[src/clkgen_pkg.sv]
//
// Notes on behaviour
// RQ1: source status reads 0 for slow 32 kHz IRC, 1 for fast 4 MHz.
// RQ2: source status follows select only after sync, only while IRC enabled.
// RQ3: writing 1 to bit 7 starts trimming the selected reference.
// RQ4: trim enable clears itself once every trim bit is decided.
// RQ5: writes to control 1, 3, 4, status/control or stop entry abort.
// RQ6: bit 6 picks the reference: 0 slow 32 kHz, 1 fast 4 MHz.
// RQ7: fail flag, bit 5, sets when an abort hits a running trim.
// RQ8: software writing the fail flag clears it.
// RQ9: preserve bit 4 low: filter state resets on clock mode change.
// RQ10: preserve high: filter kept across mode changes with valid output.
// RQ11: software keeps FLL reference unchanged when relying on preserve.
// RQ12: status/control is 8 bits at 8h, reset 02h, divider and loss bits.
package clkgen_pkg;
    // ------------------------------------------------------------
    // register byte addresses
    // ------------------------------------------------------------
    localparam logic [7:0] ADDR_CTRL1      = 8'h00;
    localparam logic [7:0] ADDR_CTRL3      = 8'h04;
    localparam logic [7:0] ADDR_SC         = 8'h08;
    localparam logic [7:0] ADDR_CTRL4      = 8'h0c;
    localparam logic [7:0] ADDR_STATUS     = 8'h10;
    localparam logic [7:0] ADDR_IRQ_STATUS = 8'h14;
    localparam logic [7:0] ADDR_IRQ_ENABLE = 8'h18;
    localparam logic [7:0] ADDR_IRQ_CLEAR  = 8'h1c;
    localparam logic [7:0] ADDR_FILTER     = 8'h20;
    // ------------------------------------------------------------
    // field positions and reset values
    // ------------------------------------------------------------
    localparam int SC_TRIM_ENABLE = 7;
    localparam int SC_TRIM_SELECT = 6;
    localparam int SC_TRIM_FAIL   = 5;
    localparam int SC_PRESERVE    = 4;
    localparam int SC_DIV_MSB     = 3;
    localparam int SC_DIV_LSB     = 1;
    localparam int SC_LOSS        = 0;
    localparam logic [7:0] SC_RESET = 8'h02;
    localparam int C1_REF_SELECT  = 0;
    localparam int C1_IRC_ENABLE  = 1;
    localparam int C1_MODE_MSB    = 7;
    localparam int C1_MODE_LSB    = 6;
    localparam logic [7:0] CTRL1_RESET = 8'h00;
    localparam logic [7:0] TRIM_RESET  = 8'h80;
    localparam logic [1:0] MODE_USES_IRC = 2'h1;
    localparam int ST_REF_SOURCE  = 0;
    localparam int ST_TRIM_BUSY   = 1;
    localparam int ST_FLL_VALID   = 2;
    // ------------------------------------------------------------
    // interrupt bits
    // ------------------------------------------------------------
    localparam int IRQ_TRIM_DONE  = 0;
    localparam int IRQ_TRIM_FAIL  = 1;
    localparam int IRQ_SRC_CHANGE = 2;
    localparam int IRQ_WIDTH      = 3;
    // ------------------------------------------------------------
    // timing and filter
    // ------------------------------------------------------------
    localparam int CLK_PERIOD_NS  = 100;
    localparam int TRIM_SETTLE_NS = 1000;
    localparam int TRIM_SETTLE_CYCLES =
        (TRIM_SETTLE_NS + CLK_PERIOD_NS - 1) / CLK_PERIOD_NS;
    localparam int FILTER_WIDTH   = 10;
    localparam int TRIM_WIDTH     = 8;
    typedef enum logic [1:0] {
        TRIM_IDLE   = 2'b00,
        TRIM_SETTLE = 2'b01,
        TRIM_DECIDE = 2'b10
    } trim_state_t;
endpackage : clkgen_pkg

[src/clkgen_status_control.sv]
// The implementer's own choice: the APB register port.
`timescale 1ns/1ps
// status and control of the clock generator: trim machine, filter
// preserve, reference source status, apb registers and interrupt
module clkgen_status_control
    import clkgen_pkg::*;
#(
    parameter int FW = FILTER_WIDTH,
    parameter int TW = TRIM_WIDTH
) (
    // clock and reset
    input  wire logic          pclk,
    input  wire logic          presetn,
    // apb slave
    input  wire logic [7:0]    paddr,
    input  wire logic          psel,
    input  wire logic          penable,
    input  wire logic          pwrite,
    input  wire logic [31:0]   pwdata,
    output logic      [31:0]   prdata,
    output logic               pready,
    output logic               pslverr,
    // power controller, same clock
    input  wire logic          stop_mode,
    // analog pins, asynchronous
    input  wire logic          irc_too_fast,
    input  wire logic          osc_loss,
    input  wire logic          fll_up,
    input  wire logic          fll_down,
    input  wire logic          fll_output_valid,
    // clock generator controls
    output logic [TW-1:0]      slow_trim,
    output logic [TW-1:0]      fast_trim,
    output logic [2:0]         fast_irc_divider,
    output logic               internal_ref_select,
    output logic               irc_enable,
    output logic [1:0]         clock_mode,
    output logic [FW-1:0]      fll_filter_value,
    // interrupt
    output logic               irq
);
    if (FW < 2 || FW > 16 || TW != 8) begin : g_bad
        $error("clkgen_status_control: unsupported FW or TW");
    end

    // ------------------------------------------------------------
    // register state
    // ------------------------------------------------------------
    logic [7:0]           ctrl1;
    logic [TW-1:0]        ctrl3;
    logic [TW-1:0]        ctrl4;
    logic                 trim_enable;
    logic                 trim_select;
    logic                 trim_fail_flag;
    logic                 filter_preserve;
    logic [2:0]           fast_irc_div;
    logic                 osc_loss_of_clock_status;
    logic                 internal_ref_source_status;
    logic [IRQ_WIDTH-1:0] irq_status;
    logic [IRQ_WIDTH-1:0] irq_enable;
    logic [FW-1:0]        filter;
    logic                 stop_d;
    logic [7:0]           rd_byte_q;

    // ------------------------------------------------------------
    // synchronised pins
    // ------------------------------------------------------------
    logic [4:0] pins_s;
    logic       ref_select_s;

    sync2 #(.WIDTH(5)) u_pin_sync (
        .pclk    (pclk),
        .presetn (presetn),
        .d       ({irc_too_fast, osc_loss, fll_up, fll_down,
                   fll_output_valid}),
        .q       (pins_s)
    );

    wire too_fast_s  = pins_s[4];
    wire osc_loss_s  = pins_s[3];
    wire fll_up_s    = pins_s[2];
    wire fll_down_s  = pins_s[1];
    wire fll_valid_s = pins_s[0];

    // select crosses into the oscillator's domain and back
    sync2 #(.WIDTH(1)) u_ref_sync (
        .pclk    (pclk),
        .presetn (presetn),
        .d       (ctrl1[C1_REF_SELECT]),
        .q       (ref_select_s)
    );

    // ------------------------------------------------------------
    // apb decode
    // ------------------------------------------------------------
    wire setup     = psel & ~penable;
    wire access    = psel & penable;
    wire hit_c1    = (paddr == ADDR_CTRL1);
    wire hit_c3    = (paddr == ADDR_CTRL3);
    wire hit_sc    = (paddr == ADDR_SC);
    wire hit_c4    = (paddr == ADDR_CTRL4);
    wire hit_st    = (paddr == ADDR_STATUS);
    wire hit_is    = (paddr == ADDR_IRQ_STATUS);
    wire hit_ie    = (paddr == ADDR_IRQ_ENABLE);
    wire hit_ic    = (paddr == ADDR_IRQ_CLEAR);
    wire hit_flt   = (paddr == ADDR_FILTER);
    wire mapped    = hit_c1 | hit_c3 | hit_sc | hit_c4 | hit_st
                   | hit_is | hit_ie | hit_ic | hit_flt;
    wire wr        = access & pwrite & mapped;
    wire wr_c1     = wr & hit_c1;
    wire wr_c3     = wr & hit_c3;
    wire wr_sc     = wr & hit_sc;
    wire wr_c4     = wr & hit_c4;
    wire [7:0] wb  = pwdata[7:0];

    // no wait states; unmapped addresses answer with an error
    assign pready  = 1'b1;
    assign pslverr = access & ~mapped;

    // ------------------------------------------------------------
    // trim machine control
    // ------------------------------------------------------------
    logic [TW-1:0] trim_code;
    logic          trim_busy;
    logic          trim_done_raw;

    wire stop_entry = stop_mode & ~stop_d;
    wire abort_wr   = wr_c1 | wr_c3 | wr_c4 | wr_sc;
    // any of these kills a running trim    [RQ5]
    wire trim_abort = trim_enable & (abort_wr | stop_entry);
    // a start is refused while stopped or while already running
    wire trim_start = wr_sc & wb[SC_TRIM_ENABLE] & ~trim_enable
                    & ~stop_mode;                             // [RQ3]
    wire trim_done  = trim_done_raw & ~trim_abort;

    trim_sar #(.WIDTH(TW), .SETTLE(TRIM_SETTLE_CYCLES)) u_trim (
        .pclk     (pclk),
        .presetn  (presetn),
        .start    (trim_start),
        .abort    (trim_abort),
        .too_fast (too_fast_s),
        .code     (trim_code),
        .busy     (trim_busy),
        .done     (trim_done_raw)
    );

    // enable falls on completion or abort, rises only on a start
    always_ff @(posedge pclk or negedge presetn) begin
        if (!presetn) begin
            trim_enable <= 1'b0;
            stop_d      <= 1'b0;
        end else begin
            stop_d <= stop_mode;
            if (trim_abort || trim_done) begin
                trim_enable <= 1'b0;                          // [RQ4] [RQ5]
            end else if (trim_start) begin
                trim_enable <= 1'b1;                          // [RQ3]
            end
        end
    end

    // fail flag: the set wins over a clearing write in the same cycle
    always_ff @(posedge pclk or negedge presetn) begin
        if (!presetn) begin
            trim_fail_flag <= 1'b0;
        end else if (trim_abort) begin
            trim_fail_flag <= 1'b1;                           // [RQ7]
        end else if (wr_sc && wb[SC_TRIM_FAIL]) begin
            trim_fail_flag <= 1'b0;                           // [RQ8]
        end
    end

    // ------------------------------------------------------------
    // status/control plain fields and trim values
    // ------------------------------------------------------------
    // trim result lands in the register of the selected reference
    always_ff @(posedge pclk or negedge presetn) begin
        if (!presetn) begin
            trim_select     <= SC_RESET[SC_TRIM_SELECT];
            filter_preserve <= SC_RESET[SC_PRESERVE];
            fast_irc_div    <= SC_RESET[SC_DIV_MSB:SC_DIV_LSB]; // [RQ12]
            ctrl1           <= CTRL1_RESET;
            ctrl3           <= TRIM_RESET;
            ctrl4           <= TRIM_RESET;
        end else begin
            if (wr_sc) begin
                trim_select     <= wb[SC_TRIM_SELECT];        // [RQ6]
                filter_preserve <= wb[SC_PRESERVE];
                fast_irc_div    <= wb[SC_DIV_MSB:SC_DIV_LSB];
            end
            if (wr_c1) begin
                ctrl1 <= wb;
            end
            if (wr_c3) begin
                ctrl3 <= wb;
            end else if (trim_done && !trim_select) begin
                ctrl3 <= trim_code;                           // [RQ6]
            end
            if (wr_c4) begin
                ctrl4 <= wb;
            end else if (trim_done && trim_select) begin
                ctrl4 <= trim_code;                           // [RQ6]
            end
        end
    end

    // oscillator loss is sticky; write 1 clears, a new loss wins
    always_ff @(posedge pclk or negedge presetn) begin
        if (!presetn) begin
            osc_loss_of_clock_status <= SC_RESET[SC_LOSS];
        end else if (osc_loss_s) begin
            osc_loss_of_clock_status <= 1'b1;
        end else if (wr_sc && wb[SC_LOSS]) begin
            osc_loss_of_clock_status <= 1'b0;                 // [RQ12]
        end
    end

    // ------------------------------------------------------------
    // internal reference source status
    // ------------------------------------------------------------
    wire [1:0] mode_now  = ctrl1[C1_MODE_MSB:C1_MODE_LSB];
    wire       irc_on    = ctrl1[C1_IRC_ENABLE]
                         | (mode_now == MODE_USES_IRC);
    // status holds its old value while the reference is off
    wire       src_load  = irc_on & (ref_select_s
                         != internal_ref_source_status);

    always_ff @(posedge pclk or negedge presetn) begin
        if (!presetn) begin
            internal_ref_source_status <= 1'b0;
        end else if (src_load) begin
            internal_ref_source_status <= ref_select_s;       // [RQ1] [RQ2]
        end
    end

    // ------------------------------------------------------------
    // fll filter
    // ------------------------------------------------------------
    localparam logic [FW-1:0] FILT_RESET = FW'(1) << (FW - 1);
    localparam logic [FW-1:0] FILT_MAX   = '1;

    wire mode_change = wr_c1 & (wb[C1_MODE_MSB:C1_MODE_LSB] != mode_now);
    // preserve only helps when the dco output stays valid;
    // the reference itself must not move meanwhile
    wire keep_filter = filter_preserve & fll_valid_s;        // [RQ10] [RQ11]
    wire filt_inc    = fll_up_s & ~fll_down_s & (filter != FILT_MAX);
    wire filt_dec    = fll_down_s & ~fll_up_s & (filter != '0);

    always_ff @(posedge pclk or negedge presetn) begin
        if (!presetn) begin
            filter <= FILT_RESET;
        end else if (mode_change && !keep_filter) begin
            filter <= FILT_RESET;                             // [RQ9]
        end else if (filt_inc) begin
            filter <= filter + FW'(1);
        end else if (filt_dec) begin
            filter <= filter - FW'(1);
        end
    end

    // ------------------------------------------------------------
    // interrupts
    // ------------------------------------------------------------
    wire [IRQ_WIDTH-1:0] irq_set = {src_load, trim_abort, trim_done};
    wire [IRQ_WIDTH-1:0] irq_clr = (wr & hit_ic) ? wb[IRQ_WIDTH-1:0]
                                                 : '0;

    // sticky status, new events beat a clear in the same cycle
    always_ff @(posedge pclk or negedge presetn) begin
        if (!presetn) begin
            irq_status <= '0;
            irq_enable <= '0;
        end else begin
            irq_status <= (irq_status & ~irq_clr) | irq_set;
            if (wr && hit_ie) begin
                irq_enable <= wb[IRQ_WIDTH-1:0];
            end
        end
    end

    assign irq = |(irq_status & irq_enable);

    // ------------------------------------------------------------
    // read path
    // ------------------------------------------------------------
    wire [7:0] sc_read = {trim_enable, trim_select, trim_fail_flag,
                          filter_preserve, fast_irc_div,
                          osc_loss_of_clock_status};
    wire [7:0] st_read = {5'h00, fll_valid_s, trim_busy,
                          internal_ref_source_status};
    wire [7:0] flt_byte = filter[FW-1 -: 8];
    // write-only clear register reads zero
    wire [7:0] rd_byte =
        hit_c1  ? ctrl1 :
        hit_c3  ? ctrl3 :
        hit_sc  ? sc_read :
        hit_c4  ? ctrl4 :
        hit_st  ? st_read :
        hit_is  ? {5'h00, irq_status} :
        hit_ie  ? {5'h00, irq_enable} :
        hit_flt ? flt_byte : 8'h00;

    // data captured in the setup cycle, stable through access
    always_ff @(posedge pclk or negedge presetn) begin
        if (!presetn) begin
            rd_byte_q <= 8'h00;
        end else if (setup && !pwrite) begin
            rd_byte_q <= rd_byte;
        end
    end

    assign prdata = {24'h000000, rd_byte_q};

    // ------------------------------------------------------------
    // outputs to the clock generator
    // ------------------------------------------------------------
    // during a trim the analog side sees the trial code
    always_ff @(posedge pclk or negedge presetn) begin
        if (!presetn) begin
            slow_trim <= TRIM_RESET;
            fast_trim <= TRIM_RESET;
        end else begin
            slow_trim <= (trim_busy && !trim_select) ? trim_code : ctrl3;
            fast_trim <= (trim_busy && trim_select)  ? trim_code : ctrl4;
        end
    end

    assign fast_irc_divider    = fast_irc_div;
    assign internal_ref_select = ctrl1[C1_REF_SELECT];
    assign irc_enable          = irc_on;
    assign clock_mode          = mode_now;
    assign fll_filter_value    = filter;
endmodule : clkgen_status_control

[src/sync2.sv]
`timescale 1ns/1ps
// two-stage synchroniser for levels arriving from outside pclk
module sync2 #(
    parameter int WIDTH = 1
) (
    // clock and reset
    input  wire logic             pclk,
    input  wire logic             presetn,
    // data
    input  wire logic [WIDTH-1:0] d,
    output logic      [WIDTH-1:0] q
);
    logic [WIDTH-1:0] meta;

    // first stage feeds only the second
    always_ff @(posedge pclk or negedge presetn) begin
        if (!presetn) begin
            meta <= '0;
            q    <= '0;
        end else begin
            meta <= d;
            q    <= meta;
        end
    end
endmodule : sync2

[src/trim_sar.sv]
`timescale 1ns/1ps
// successive approximation over the trim code, msb first
module trim_sar
    import clkgen_pkg::*;
#(
    parameter int WIDTH  = TRIM_WIDTH,
    parameter int SETTLE = TRIM_SETTLE_CYCLES
) (
    // clock and reset
    input  wire logic             pclk,
    input  wire logic             presetn,
    // control
    input  wire logic             start,
    input  wire logic             abort,
    input  wire logic             too_fast,
    // results
    output logic      [WIDTH-1:0] code,
    output logic                  busy,
    output logic                  done
);
    if (WIDTH < 1 || WIDTH > 8 || SETTLE < 1) begin : g_bad
        $error("trim_sar: unsupported WIDTH or SETTLE");
    end

    trim_state_t state;
    logic [3:0]  idx;
    logic [15:0] cnt;
    wire  [WIDTH-1:0] cur_bit  = WIDTH'(1) << idx;
    wire  [WIDTH-1:0] next_bit = WIDTH'(1) << (idx - 4'd1);
    wire              last_tick = (cnt == 16'(SETTLE - 1));

    assign busy = (state != TRIM_IDLE);

    // abort wins over every step; a decided bit is never revisited
    always_ff @(posedge pclk or negedge presetn) begin
        if (!presetn) begin
            state <= TRIM_IDLE;
            idx   <= '0;
            cnt   <= '0;
            code  <= '0;
            done  <= 1'b0;
        end else begin
            done <= 1'b0;
            if (abort) begin
                state <= TRIM_IDLE;
            end else begin
                unique case (state)
                    TRIM_IDLE: begin
                        if (start) begin
                            idx   <= 4'(WIDTH - 1);
                            code  <= WIDTH'(1) << (WIDTH - 1);
                            cnt   <= '0;
                            state <= TRIM_SETTLE;
                        end
                    end
                    TRIM_SETTLE: begin
                        cnt <= cnt + 16'd1;
                        if (last_tick) begin
                            state <= TRIM_DECIDE;
                        end
                    end
                    TRIM_DECIDE: begin
                        cnt <= '0;
                        if (idx == 4'd0) begin
                            code  <= too_fast ? (code & ~cur_bit) : code;
                            done  <= 1'b1;
                            state <= TRIM_IDLE;
                        end else begin
                            code  <= (too_fast ? (code & ~cur_bit) : code)
                                     | next_bit;
                            idx   <= idx - 4'd1;
                            state <= TRIM_SETTLE;
                        end
                    end
                    default: state <= TRIM_IDLE;
                endcase
            end
        end
    end
endmodule : trim_sar
[config.mk]
export PLATFORM = sky130hd
export DESIGN_NAME = clkgen_status_control
export DESIGN_NICKNAME = d
export VERILOG_FILES = /design/src/clkgen_pkg.sv /design/src/clkgen_status_control.sv /design/src/sync2.sv /design/src/trim_sar.sv
export SDC_FILE = /design/constraint.sdc
export NUM_CORES = 1
export LEC_CHECK = 0
export BUFFER_PORTS_ARGS = -buffer_cell sky130_fd_sc_hd__clkbuf_2
export CAP_MARGIN = 20
export CELL_PAD_IN_SITES_DETAIL_PLACEMENT = 0
export CELL_PAD_IN_SITES_GLOBAL_PLACEMENT = 1
export CORE_MARGIN = 5
export CORE_UTILIZATION = 43
export CTS_CLUSTER_DIAMETER = 60
export CTS_CLUSTER_SIZE = 20
export DETAILED_ROUTE_END_ITERATION = 12
export HOLD_SLACK_MARGIN = 0.15
export PLACE_DENSITY = 0.77
export SLEW_MARGIN = 20
export SYNTH_ARGS = -nofsm -noshare
export SYNTH_HDL_FRONTEND = slang
export SYNTH_HIERARCHICAL = 1
export SYNTH_SLANG_ARGS = --single-unit
[constraint.sdc]
create_clock -name pclk -period 4.44 [get_ports pclk]
set_clock_uncertainty 0.2 [all_clocks]
set_input_delay 0.444 -clock pclk [delete_from_list [all_inputs] [get_ports pclk]]
set_output_delay 0.444 -clock pclk [all_outputs]
set_load 0.02 [all_outputs]
==> flow_summary.json <==
{
  "outcome": "completed",
  "synthSimpleGateAreaFrac": 0.1832,
  "dieHeight_um": 132.4,
  "post-route-period-util": 0.7280,
  "diodes": 0,
  "port_buffers": 69,
  "ys_ff_latch": 117,
  "antenna_left": 0,
  "tightest_slew_ns": 0.8430,
  "wl_per_cell_um": 17.18,
  "post-place-ws_ns": 0.7654,
  "worstPathRequired_ns": 4.57,
  "coreArea_um2": 14590,
  "overflow": 0,
  "crit_arrival_ns": 3.36,
  "cts_root_buf": "clkbuf_16",
  "remaining_drc_errors": 0,
  "ys_seq_area_frac": 0.4559,
  "n_fill_cell": 1317,
  "rsz0062_at_grt": "no",
  "final.setup.tns_ns": 0,
  "critPathMaxFanout": 12,
  "report.final.slew_viol_count": 0,
  "cts_setup_buffers": 0,
  "routabilityCongestion": 0.8597,
  "syn2layout_area_growth_pct": 16.91,
  "gr-usage-all-layers": 0.1877,
  "max_clock_freq_mhz": 309.4,
  "instances_no_fill": 939,
  "synth_area_per_cell_um2": 9.682,
  "cts_tree": "built",
  "setup_viol": 0,
  "cts.sinks": 117,
  "num_rows": 44,
  "critPathLaunchType": "primary input",
  "dr.pass1.iters": 4,
  "synth.area.mux_share": 0.07948,
  "nets": 809,
  "end_kind": "register",
  "synth_top_family_by_area": "simple AND/OR/NAND/NOR gates",
  "htree_levels": 4,
  "synthAdderAreaFrac": 0.03226,
  "synthCells": 665,
  "routed_wl_um": 16130,
  "ios": 119,
  "dpl.hpwl_um": 12060,
  "start_util": 0.4413,
  "tritoncts.num_buffers": 17,
  "p_total_uw": 3169,
  "seq_area_um2": 2935,
  "die_width_um": 132.4,
  "path_class": "primary input to register",
  "synthArstFlopShare": 1.000,
  "hp-class": "register to register",
  "fin_crit_ns": 3.232,
  "slew_headroom": 0.4338,
  "grt_pass1_wl_um": 26540,
  "mappedNetlistArea_um2": 6439,
  "multi_input_area_um2": 3167,
  "synth_ff_type": "dfrtp_1",
  "drive_gt1_frac": 0.2132,
  "worst_slack_ns": 1.208,
  "final_hold_viol_count": 0,
  "leakagePower_uw": 0.003556,
  "clk_pin_slew_ns": 0.05,
  "routed_via_density": 5.492,
  "dieArea_um2": 17520,
  "cap_viol_max_count": 0,
  "clk_path_buf_depth": 2,
  "powerDensity_nw_per_um2": 421.0,
  "synth-xor-area-share": 0.02176,
  "clk_latency_ns": 0.41,
  "cts_hold_buf": 15,
  "grt_pass1_vias": 5092,
  "antenna_found_initial": 0,
  "yosysWarnings": 6,
  "drt_iter0_drc": 325,
  "yosysUniqueCellTypes": 72,
  "synth-compound-area-share": 0.1605,
  "synth_edf_count": 0,
  "ctsResizeCount": 0,
  "vdd_ir_drop_max_mv": 0.3174,
  "vias": 5157,
  "dp_cells": 892,
  "grt_max_degree": 60
}
flip-flops by register name, summed over array words and instances, names as in the netlist, 4 cells and up:
name              count
slow_trim             8
u_pin_sync/q          5
u_trim/idx            4
u_trim/code           8
rd_byte_q             8
ctrl3                 8
ctrl1                 8
ctrl4                 8
u_trim/cnt           16
fast_trim             8
fll_filter_value     10
u_pin_sync/meta       5
report_power, final:
group          total [µW]  leakage, µW  switching (µW)  internal [µW]
clock network        1340     0.000279             485            853
registers            1230      0.00155             100           1130
logic                 603      0.00173             353            249
total                3170      0.00356             938           2230
worst paths after layout:
check | startpoint | endpoint | slack [ns] | cells past startpoint
worst max-delay path | paddr[5] | u_trim/cnt[7]$_DFFE_PN0P_ | 1.21 | 9
worst min-delay path | u_pin_sync/meta[1]$_DFF_PN0_ | u_pin_sync/q[1]$_DFF_PN0_ | 0.15 | 0
worst max register to register | fll_filter_value[9]$_DFFE_PN1P_ | fll_filter_value[9]$_DFFE_PN1P_ | 1.55 | 10
worst min register to register | u_pin_sync/meta[1]$_DFF_PN0_ | u_pin_sync/q[1]$_DFF_PN0_ | 0.15 | 0
max in group asynchronous | presetn | u_trim/cnt[2]$_DFFE_PN0P_ | 2.65 | 3
min in group asynchronous | presetn | fll_filter_value[0]$_DFFE_PN0P_ | 0.44 | 2
cells in the mapped netlist, types with 13 or more instances:
cell type,n,area (µm²)
mux2_2,25,281.5
nand3_1,13,65.06
o21ai_0,40,200.2
mux2i_1,23,230.2
a21oi_1,47,235.2
clkbuf_1,16,60.06
nand2_1,84,315.3
inv_1,16,60.06
buf_4,27,202.7
dfrtp_1,111,2778
nor2_1,48,180.2
ha_1,15,187.7
worst max-delay path: stages:
cell	delay, ns
clkbuf_2	0.15
or4_1	0.66
nor3_4	0.26
nand2_2	0.15
nor4b_2	0.42
or3_1	0.34
nand4_4	0.22
or4_1	0.54
a21oi_1	0.16
cells by family (layout without fill, tap and decap cells):
logic type,Yosys count,in the layout
multiplexers,48,48
XOR/XNOR,16,16
buffers and inverters,72,139
AND/OR/NAND/NOR,231,231
adder cells (fa/ha/maj),16,16
other,2,25
flip-flops,117,117
AO/OA/AOI/OAI,163,163
stage by stage:
step                        util  instance area (µm²)  hold WS, ns
after floorplan                -                 6525     -0.05159
after global placement    0.4656                 6793       0.1322
after detailed placement  0.4656                 6793       0.1347
after CTS                 0.5160                 7527       0.1509
after global routing      0.5160                 7527       0.1528
final                     0.5160                 7527       0.1492
cell type report:
cell class,count,area share
Tap cell,184,0.03059
Sequential cell,117,0.3900
Clock inverter,12,0.01695
Inverter,16,0.007979
Multi-Input combinational cell,499,0.4207
Timing Repair Buffer,91,0.07314
Clock buffer,20,0.06067
layer usage:
layer / vias up / track usage / routed length [µm]
li1: 2491 / - / -
met1: 2543 / 0.2455 / 7036
met2: 105 / 0.3117 / 8178
met3: 18 / 0.03817 / 685
met4: 0 / 0.06109 / 231
met5: - / 0 / 0
cell usage in the layout (no fill, tap or decap), drive strengths merged, types with 7 or more instances in the layout:
master / Yosys / routed
nand2b: 8 / 8
o31ai: 7 / 7
clkbuf: 16 / 88
dfrtp: 111 / 111
mux2i: 23 / 23
buf: 40 / 8
inv: 16 / 18
nand2: 85 / 85
xor2: 8 / 8
nor2: 48 / 48
dlygate4sd3: 0 / 15
nand4: 10 / 10
xnor2: 8 / 8
a21oi: 48 / 48
conb: 2 / 25
a22oi: 8 / 8
ha: 15 / 15
nand3: 14 / 14
o21ai: 49 / 49
mux2: 25 / 25
or3: 8 / 8
nor2b: 9 / 9
nor4: 7 / 7
nor3: 8 / 8
(Power assumes the default switching activity.)
